==> config.mk <==
export PLATFORM = sky130hd
export DESIGN_NAME = misd_decoder
export DESIGN_NICKNAME = d
export VERILOG_FILES = /design/src/common/misd_pkg.sv /design/src/core/misd_sync_edge.sv /design/src/core/misd_decoder.sv
export SDC_FILE = /design/constraint.sdc
export NUM_CORES = 1
export LEC_CHECK = 0
export CORE_MARGIN = 2
export CORE_UTILIZATION = 64
export CTS_CLUSTER_SIZE = 8
export DETAILED_ROUTE_END_ITERATION = 8
export DONT_BUFFER_PORTS = 1
export PLACE_DENSITY = 0.8
export RECOVER_POWER = 100
export SLEW_MARGIN = 20
export SYNTH_ARGS = -nofsm -noshare
export SYNTH_HDL_FRONTEND = slang
export SYNTH_HIERARCHICAL = 1
export SYNTH_SLANG_ARGS = --single-unit
export TNS_END_PERCENT = 100
==> constraint.sdc <==
create_clock -name hclk -period 3.15 [get_ports hclk]
set_input_delay 0.63 -clock hclk [delete_from_list [all_inputs] [get_ports hclk]]
set_output_delay 0.63 -clock hclk [all_outputs]
set_load 0.01 [all_outputs]
==> src/common/misd_pkg.sv <==
// Purpose: shared constants and types of the machine input signal decoder
// Assumes: one 125 MHz clock, AHB-Lite register access, 32-bit words
// Notes:   input indices address the synchronised control vector
package misd_pkg;

  ////////////////////////////////////////////////////////////////////////////
  // control input indices (synchronised vector)
  localparam int NUM_CTL        = 20;
  localparam int IN_HOME_INH    = 0;
  localparam int IN_HOME_KEY    = 1;
  localparam int IN_THREAD      = 2;
  localparam int IN_AIR         = 3;
  localparam int IN_NOOP        = 4;
  localparam int IN_START       = 5;
  localparam int IN_CLAMP       = 6;
  localparam int IN_HOME_REQ    = 7;
  localparam int IN_PRESSER     = 8;
  localparam int IN_JOG_FWD     = 9;
  localparam int IN_JOG_BWD     = 10;
  localparam int IN_HALT        = 11;
  localparam int IN_FIXED       = 12;
  localparam int IN_CLR_BOTH    = 13;
  localparam int IN_START_INH   = 14;
  localparam int IN_CLR_UP      = 15;
  localparam int IN_NEEDLE_UP   = 16;
  localparam int IN_NONSTITCH   = 17;
  localparam int IN_SEW_DONE    = 18;
  localparam int IN_HOME_DONE   = 19;
  localparam int NUM_GP         = 16;

  ////////////////////////////////////////////////////////////////////////////
  // register byte offsets
  localparam logic [7:0] ADDR_CTRL       = 8'h00;
  localparam logic [7:0] ADDR_STATUS     = 8'h04;
  localparam logic [7:0] ADDR_ERROR      = 8'h08;
  localparam logic [7:0] ADDR_MESSAGE    = 8'h0C;
  localparam logic [7:0] ADDR_UP_COUNT   = 8'h10;
  localparam logic [7:0] ADDR_DOWN_COUNT = 8'h14;
  localparam logic [7:0] ADDR_INT_STATUS = 8'h18;
  localparam logic [7:0] ADDR_INT_MASK   = 8'h1C;
  localparam logic [7:0] ADDR_INPUTS     = 8'h20;

  // field positions
  localparam int CTRL_THREAD_EN = 0;
  localparam int ST_STATE_LSB   = 0;
  localparam int ST_PRESSER     = 3;
  localparam int ST_FAULT       = 4;
  localparam int ST_PHASE_LSB   = 5;
  localparam int NUM_INT        = 5;
  localparam int INT_AIR        = 0;
  localparam int INT_THREAD     = 1;
  localparam int INT_MSG        = 2;
  localparam int INT_SEW_DONE   = 3;
  localparam int INT_HALT       = 4;

  // reset values and codes
  localparam logic [15:0] ERR_AIR_CODE   = 16'h3108;
  localparam logic [15:0] MSG_NONSTITCH  = 16'h0020;
  localparam logic [15:0] CODE_NONE      = 16'h0000;
  localparam logic        CTRL_RESET     = 1'b0;
  localparam logic [4:0]  MASK_RESET     = 5'h00;
  localparam logic [1:0]  PHASE_LAST     = 2'h2;

  typedef enum logic [2:0] {
    MS_IDLE,
    MS_SEWING,
    MS_HOMING,
    MS_FIXED,
    MS_MSG_WAIT,
    MS_FAULT
  } misd_mstate_t;

endpackage

==> src/core/misd_sync_edge.sv <==
// Purpose: two-stage synchroniser with rising edge detect for pin inputs
// Assumes: inputs are asynchronous to hclk
// Notes:   edge is taken only from the second stage
`timescale 1ns/10ps
module misd_sync_edge #(
  parameter int W = 1
) (
  input  wire logic         hclk,
  input  wire logic         hresetn,
  input  wire logic [W-1:0] pin_in,
  output logic      [W-1:0] level,
  output logic      [W-1:0] rise
);

  typedef struct packed {
    logic [W-1:0] meta;
    logic [W-1:0] sync;
    logic [W-1:0] prev;
  } misd_sync_t;

  misd_sync_t r, n;

  always_comb begin
    n      = r;
    n.meta = pin_in;
    n.sync = r.meta;
    n.prev = r.sync;
  end

  always_ff @(posedge hclk or negedge hresetn) begin
    if (!hresetn) begin
      r <= '0;
    end else begin
      r <= n;
    end
  end

  assign level = r.sync;
  assign rise  = r.sync & ~r.prev;

endmodule // misd_sync_edge

==> src/core/misd_decoder.sv <==
// Purpose: decodes external input lines into sewing machine actions and inhibits
// Assumes: single hclk domain; all pin inputs asynchronous; AHB-Lite slave, zero wait
// Notes:   inputs act three cycles after the pin changes: two synchroniser stages, then the state register
`timescale 1ns/10ps

// Summary of operation
// - home-return requests from the panel key or the home input are ignored while homing inhibit is on.
// - the needle thread input stops sewing as a thread break only when the sensor enable bit is set.
// - low air pressure aborts everything and latches error 3108 until the next reset.
// - each general output 0 to F follows its general input.
// - while no-operation is on, no input or request other than low air pressure has any effect.
// - sew start begins sewing but is ignored while the clamp is off.
// - home return runs the homing operation, ignored while the machine runs.
// - presser foot input toggles the foot up then down on each assertion.
// - jog forward steps the table in the positive pattern direction while held.
// - jog backward steps the table in the negative pattern direction while held.
// - halt stops the machine.
// - each fixed-angle assertion advances rotation, reverse rotation, rotation with the needle held above the work.
// - after fixed-angle stepping start resumes sewing, or posts message 020 and waits for needle up and a new start.
// - counter clear zeroes both the up and the down counter.
// - start inhibit blocks the start of sewing while it is on.
// - up counter clear zeroes only the up counter.
module misd_decoder
  import misd_pkg::*;
(
  input  wire logic               hclk,
  input  wire logic               hresetn,
  input  wire logic               hsel,
  input  wire logic [31:0]        haddr,
  input  wire logic [1:0]         htrans,
  input  wire logic               hwrite,
  input  wire logic [2:0]         hsize,
  input  wire logic [31:0]        hwdata,
  input  wire logic               hready,
  output logic                    hreadyout,
  output logic      [31:0]        hrdata,
  output logic                    hresp,
  output logic                    irq,
  input  wire logic               homing_inhibit_input,
  input  wire logic               home_key_input,
  input  wire logic               needle_thread_break_input,
  input  wire logic               low_air_pressure_input,
  input  wire logic               no_operation_input,
  input  wire logic               sew_start_input,
  input  wire logic               clamp_on_input,
  input  wire logic               return_home_request,
  input  wire logic               presser_foot_toggle,
  input  wire logic               jog_forward_input,
  input  wire logic               jog_backward_input,
  input  wire logic               halt_input,
  input  wire logic               fixed_angle_step_input,
  input  wire logic               both_counters_clear,
  input  wire logic               start_inhibit_input,
  input  wire logic               up_count_clear,
  input  wire logic               needle_up_input,
  input  wire logic               nonstitch_next_input,
  input  wire logic               sew_cycle_done_input,
  input  wire logic               home_done_input,
  input  wire logic [NUM_GP-1:0]  general_input_n,
  output logic      [NUM_GP-1:0]  general_output_n,
  output logic                    sew_run,
  output logic                    home_run,
  output logic                    presser_up,
  output logic                    jog_fwd_run,
  output logic                    jog_bwd_run,
  output logic                    fixed_rotate,
  output logic                    fixed_reverse,
  output logic                    needle_hold_above,
  output logic                    fault_latched,
  output logic      [15:0]        error_code,
  output logic      [15:0]        message_code
);

  ////////////////////////////////////////////////////////////////////////////
  // state

  typedef struct packed {
    logic                hreadyout;
    logic [31:0]         hrdata;
    logic                wr_pend;
    logic [7:0]          wr_addr;
    logic                thread_en;
    logic [NUM_INT-1:0]  int_st;
    logic [NUM_INT-1:0]  int_mask;
    logic                irq;
    misd_mstate_t        mstate;
    logic [1:0]          phase;
    logic [15:0]         up_cnt;
    logic [15:0]         down_cnt;
    logic [NUM_GP-1:0]   gp_out;
    logic                presser;
    logic                jog_fwd;
    logic                jog_bwd;
    logic                rot;
    logic                rev;
    logic [15:0]         err;
    logic [15:0]         msg;
    logic                sew;
    logic                home;
    logic                hold;
    logic                flt;
  } misd_regs_t;

  misd_regs_t r, n;

  logic [NUM_CTL-1:0] lvl;
  logic [NUM_CTL-1:0] rise;
  logic [NUM_GP-1:0]  gp_lvl;
  logic               take;
  logic [NUM_INT-1:0] ev;
  logic [NUM_INT-1:0] clr;
  logic               start_ok;
  logic               home_ok;

  ////////////////////////////////////////////////////////////////////////////
  // synchronisers

  misd_sync_edge #(.W(NUM_CTL)) u_ctl_sync (
    .hclk    (hclk),
    .hresetn (hresetn),
    .pin_in  ({home_done_input, sew_cycle_done_input, nonstitch_next_input, needle_up_input,
               up_count_clear, start_inhibit_input, both_counters_clear, fixed_angle_step_input,
               halt_input, jog_backward_input, jog_forward_input, presser_foot_toggle,
               return_home_request, clamp_on_input, sew_start_input, no_operation_input,
               low_air_pressure_input, needle_thread_break_input, home_key_input,
               homing_inhibit_input}),
    .level   (lvl),
    .rise    (rise)
  );

  misd_sync_edge #(.W(NUM_GP)) u_gp_sync (
    .hclk    (hclk),
    .hresetn (hresetn),
    .pin_in  (general_input_n),
    .level   (gp_lvl),
    .rise    ()
  );

  ////////////////////////////////////////////////////////////////////////////
  // register read decode

  function automatic logic [31:0] reg_read(input logic [7:0] a);
    logic [31:0] d;
    d = 32'h0000_0000;
    unique case (a)
      ADDR_CTRL:       d[CTRL_THREAD_EN] = r.thread_en;
      ADDR_STATUS: begin
        d[ST_STATE_LSB +: 3] = r.mstate;
        d[ST_PRESSER]        = r.presser;
        d[ST_FAULT]          = (r.mstate == MS_FAULT);
        d[ST_PHASE_LSB +: 2] = r.phase;
      end
      ADDR_ERROR:      d[15:0] = r.err;
      ADDR_MESSAGE:    d[15:0] = r.msg;
      ADDR_UP_COUNT:   d[15:0] = r.up_cnt;
      ADDR_DOWN_COUNT: d[15:0] = r.down_cnt;
      ADDR_INT_STATUS: d[NUM_INT-1:0] = r.int_st;
      ADDR_INT_MASK:   d[NUM_INT-1:0] = r.int_mask;
      ADDR_INPUTS:     d[NUM_CTL-1:0] = lvl;
      default:         d = 32'h0000_0000;
    endcase
    return d;
  endfunction

  ////////////////////////////////////////////////////////////////////////////
  // next state

  assign take     = hsel & htrans[1] & hready;
  // start needs clamp on and no start inhibit
  assign start_ok = rise[IN_START] & lvl[IN_CLAMP] & ~lvl[IN_START_INH];
  assign home_ok  = (rise[IN_HOME_REQ] | rise[IN_HOME_KEY]) & ~lvl[IN_HOME_INH];

  always_comb begin
    n           = r;
    ev          = '0;
    clr         = '0;
    n.hreadyout = 1'b1;
    n.wr_pend   = take & hwrite;
    n.wr_addr   = haddr[7:0];
    n.hrdata    = (take & ~hwrite) ? reg_read(haddr[7:0]) : 32'h0000_0000;
    n.rot       = 1'b0;
    n.rev       = 1'b0;

    if (r.wr_pend) begin
      unique case (r.wr_addr)
        ADDR_CTRL:       n.thread_en = hwdata[CTRL_THREAD_EN];
        ADDR_INT_STATUS: clr = hwdata[NUM_INT-1:0];
        ADDR_INT_MASK:   n.int_mask = hwdata[NUM_INT-1:0];
        ADDR_DOWN_COUNT: n.down_cnt = hwdata[15:0];
        default: begin
        end
      endcase
    end

    if (r.mstate == MS_FAULT) begin
      // fault holds everything off until reset
      n.jog_fwd = 1'b0;
      n.jog_bwd = 1'b0;
    end else if (lvl[IN_AIR]) begin
      n.mstate  = MS_FAULT;
      n.err     = ERR_AIR_CODE;
      n.jog_fwd = 1'b0;
      n.jog_bwd = 1'b0;
      ev[INT_AIR] = 1'b1;
    end else if (lvl[IN_NOOP]) begin
      // frozen: outputs hold, the table stops, edges seen now are dropped
      n.jog_fwd = 1'b0;
      n.jog_bwd = 1'b0;
    end else begin
      n.gp_out  = gp_lvl;
      n.jog_fwd = (r.mstate == MS_IDLE) & lvl[IN_JOG_FWD] & ~lvl[IN_JOG_BWD];
      n.jog_bwd = (r.mstate == MS_IDLE) & lvl[IN_JOG_BWD] & ~lvl[IN_JOG_FWD];
      unique case (r.mstate)
        MS_IDLE: begin
          if (start_ok) begin
            n.mstate = MS_SEWING;
          end else if (home_ok) begin
            n.mstate = MS_HOMING;
          end else if (rise[IN_FIXED]) begin
            n.mstate = MS_FIXED;
            n.phase  = 2'h0;
            n.rot    = 1'b1;
          end else if (rise[IN_PRESSER]) begin
            n.presser = ~r.presser;
          end
        end
        MS_SEWING: begin
          if (lvl[IN_HALT]) begin
            n.mstate = MS_IDLE;
            ev[INT_HALT] = 1'b1;
          end else if (r.thread_en & lvl[IN_THREAD]) begin
            n.mstate = MS_IDLE;
            ev[INT_THREAD] = 1'b1;
          end else if (rise[IN_SEW_DONE]) begin
            n.mstate = MS_IDLE;
            n.up_cnt = r.up_cnt + 16'h0001;
            n.down_cnt = (r.down_cnt == 16'h0000) ? 16'h0000 : r.down_cnt - 16'h0001;
            ev[INT_SEW_DONE] = 1'b1;
          end
        end
        MS_HOMING: begin
          if (lvl[IN_HALT]) begin
            n.mstate = MS_IDLE;
            ev[INT_HALT] = 1'b1;
          end else if (rise[IN_HOME_DONE]) begin
            n.mstate = MS_IDLE;
          end
        end
        MS_FIXED: begin
          if (lvl[IN_HALT]) begin
            n.mstate = MS_IDLE;
            ev[INT_HALT] = 1'b1;
          end else if (start_ok) begin
            if (lvl[IN_NONSTITCH]) begin
              n.mstate = MS_MSG_WAIT;
              n.msg    = MSG_NONSTITCH;
              ev[INT_MSG] = 1'b1;
            end else begin
              n.mstate = MS_SEWING;
            end
          end else if (rise[IN_FIXED]) begin
            n.phase = (r.phase == PHASE_LAST) ? 2'h0 : r.phase + 2'h1;
            n.rot   = (n.phase != 2'h1);
            n.rev   = (n.phase == 2'h1);
          end
        end
        MS_MSG_WAIT: begin
          if (lvl[IN_HALT]) begin
            n.mstate = MS_IDLE;
            n.msg    = CODE_NONE;
            ev[INT_HALT] = 1'b1;
          end else if (start_ok & lvl[IN_NEEDLE_UP]) begin
            n.mstate = MS_SEWING;
            n.msg    = CODE_NONE;
          end
        end
        MS_FAULT: begin
        end
      endcase
      // clears come last so they win over a same-cycle count
      if (rise[IN_CLR_BOTH]) begin
        n.up_cnt   = 16'h0000;
        n.down_cnt = 16'h0000;
      end else if (rise[IN_CLR_UP]) begin
        n.up_cnt   = 16'h0000;
      end
    end

    n.sew    = (n.mstate == MS_SEWING);
    n.home   = (n.mstate == MS_HOMING);
    n.hold   = (n.mstate == MS_FIXED) | (n.mstate == MS_MSG_WAIT);
    n.flt    = (n.mstate == MS_FAULT);
    // hardware set wins over a software clear in the same cycle
    n.int_st = (r.int_st & ~clr) | ev;
    n.irq    = |(n.int_st & n.int_mask);
  end

  always_ff @(posedge hclk or negedge hresetn) begin
    if (!hresetn) begin
      r           <= '0;
      r.mstate    <= MS_IDLE;
      r.thread_en <= CTRL_RESET;
      r.int_mask  <= MASK_RESET;
      r.err       <= CODE_NONE;
      r.msg       <= CODE_NONE;
    end else begin
      r <= n;
    end
  end

  ////////////////////////////////////////////////////////////////////////////
  // outputs, all but hresp (tied low) straight from the state register

  assign hreadyout         = r.hreadyout;
  assign hrdata            = r.hrdata;
  assign hresp             = 1'b0;
  assign irq               = r.irq;
  assign general_output_n  = r.gp_out;
  assign sew_run           = r.sew;
  assign home_run          = r.home;
  assign presser_up        = r.presser;
  assign jog_fwd_run       = r.jog_fwd;
  assign jog_bwd_run       = r.jog_bwd;
  assign fixed_rotate      = r.rot;
  assign fixed_reverse     = r.rev;
  assign needle_hold_above = r.hold;
  assign fault_latched     = r.flt;
  assign error_code        = r.err;
  assign message_code      = r.msg;

  logic active;
  assign active = (r.mstate != MS_FAULT) & ~lvl[IN_AIR] & ~lvl[IN_NOOP];
endmodule // misd_decoder

==> flow_summary.ini <==
[run_status]
status = complete, but fails checks
violations = hold timing

[critical_path]
cp_cell_sequence = or4b_1 > or4b_1 > mux2_1 > a32oi_1 > nand4_1
cp-start-kind = flip-flop
crit_type = reg -> reg
critical_path_arrival_ps = 2900
cp_slowest_cell = or4b_1
regToRegSetupSlack_ps = 550
slowest_delay_ps = 690
critPathMostFrequentCell = or4b_1
worstPathMaxFanout = 7
crit_path_end_kind = flip-flop
required_ps = 3450

[timing]
finalSetupTns_ps = 0
min_period_ps = 2605
tightest_slew_ps = 1122
finalHoldViolCount = 187
rsz0062_at_grt = no
setup_slack_ps = 545.1
finalCritPeriodShare_pct = 82.70
max_freq_mhz = 383.9
worst_slew_margin_rel_pct = 25.20
maxSlewViolCount = 0
timing.hold.ws_ps = -110.5
setup_viol = 0
final.setup_skew_ps = 8.724

[detailed_routing]
ant_nets = 0
wl_um = 17060
num_vias = 5147
wl_per_cell_um = 19.56
first_pass_iters = 5
dr.first_iter.drc_count = 523
via_per_inst = 5.903
drc = 0

[worst_hold_path]
hp-class = in -> async

[synthesis]
syn_inst = 758
avgSynthCellArea_um2 = 11.06
synthesis.area_um2 = 8381
yosys_warnings = 6

[grt]
grt_pass1_vias = 5136
use_met1_pct = 33.13
grt_use_met3_pct = 7.288
gr-usage-met2_pct = 41.51
grt_max_degree = 188
track_usage_pct = 25.86
antenna_found_initial = 0
top_usage_layer = met2
grt_pass1_wl_um = 27720
grt_overflow = 0

[run]
cap_viol_max_count = 0

[layout]
areaGrowthSynthToFinish_pct = 0.8510
design_area_um2 = 8452
drive_gt1_share_pct = 11.02
nNetsFinal = 798
finish.utilization_pct = 66.43

[placement]
gp_congestion = 0.9332
dp.final_hpwl_um = 11790
postPlaceCellArea_um2 = 7839
dp_slack_ps = 684.4
io_buffer_count = 0

[floorplan]
dieWidth_um = 118.4
start_util_pct = 65.87
dieArea_um2 = 14030
num_rows = 41
core_area_um2 = 12720
pin_count = 202
dieHeight_um = 118.4

[power]
power.density_nw_per_um2 = 606.0
p_leak_nw = 3.727
ir_worst_vdd_mv = 0.4726

[clock_network]
postCtsSetupBuffers = 0
cts_sinks = 187
insertion_delay_ps = 430
clk_pin_slew_ps = 70
cts_max_level = 4
cts_tree = done
cts-buffers-inserted = 17
post_cts_resized = 0
cts_root_buf = clkbuf_16
cts_max_path_buffers = 2
flip-flops by register name, indices dropped and copies added, names as in the netlist, 9 cells and up:
| register | flops |
|---|---|
| general_output_n | 16 |
| r | 57 |
| u_ctl_sync/n | 20 |
| u_ctl_sync/level | 20 |
| u_ctl_sync/r | 9 |
| hrdata | 20 |
| u_gp_sync/n | 16 |
| u_gp_sync/level | 16 |
path summary, 6_finish.rpt:
path / startpoint / cells past startpoint / end
max: r[107] / 5 / irq
min reg2reg: u_ctl_sync/n[28] / 0 / u_ctl_sync/level[8]
min: hresetn / 0 / r[64]
min in group hclk: fixed_angle_step_input / 0 / u_ctl_sync/n[32]
max in group asynchronous: hresetn / 0 / r[113]
max reg2reg: r[107] / 5 / irq
worst max-delay path: cells and delay by family (launching register included):
| kind | cells | cell delay [ps] |
|---|---|---|
| muxes | 1 | 390 |
| AOI/OAI and AO/OA | 1 | 220 |
| and+or+nand+nor | 3 | 1500 |
| DFF | 1 | 360 |
cell type report:
| class | count | area (um^2) |
|---|---|---|
| Sequential cell | 187 | 4679 |
| Fill cell | 984 | 4270 |
| Multi-Input combinational cell | 455 | 2805 |
| Clock buffer | 18 | 429.2 |
| Tap cell | 172 | 215.2 |
| Clock inverter | 14 | 211.5 |
| Inverter | 16 | 60.06 |
| Timing Repair Buffer | 9 | 48.80 |
| Antenna cell | 1 | 2.502 |
per-layer routing:
| layer | vias to the layer above | wire [um] |
|---|---|---|
| met5 | - | 0 |
| met4 | 0 | 535 |
| met3 | 38 | 1334 |
| met2 | 234 | 8522 |
| met1 | 2563 | 6665 |
| li1 | 2312 | - |
where the power goes:
part           internal (mW)  switching [mW]
Clock                   1.35           0.932
Combinational         0.0904           0.102
Sequential              2.52           0.125
layout by cell type, fill, tap and decap left out, drive strengths merged, types with 4 or more instances in the layout:
master	count
nor2	42
and4	4
a221oi	4
nor4	10
conb	41
and2	5
xor2	9
nand4b	5
dfrtp	187
mux2	27
or2	5
nand2	87
bufinv	4
o31ai	4
xnor2	14
or3	5
clkbuf	23
and3	4
nand4	5
inv	21
a22oi	15
mux2i	10
a32oi	4
nor3	16
nor2b	11
a31oi	8
o21ai	23
nand3	15
buf	4
or4	4
nand2b	7
a21oi	31
through the flow:
| step | power (mW) | cells |
|---|---|---|
| after floorplan | 2.949 | 797 |
| after global placement | 2.866 | 839 |
| after detailed placement | 2.881 | 839 |
| after CTS | 5.169 | 871 |
| after global routing | 5.308 | 871 |
| final | 5.122 | 872 |
Note: power is estimated with default switching activity, not from simulation.
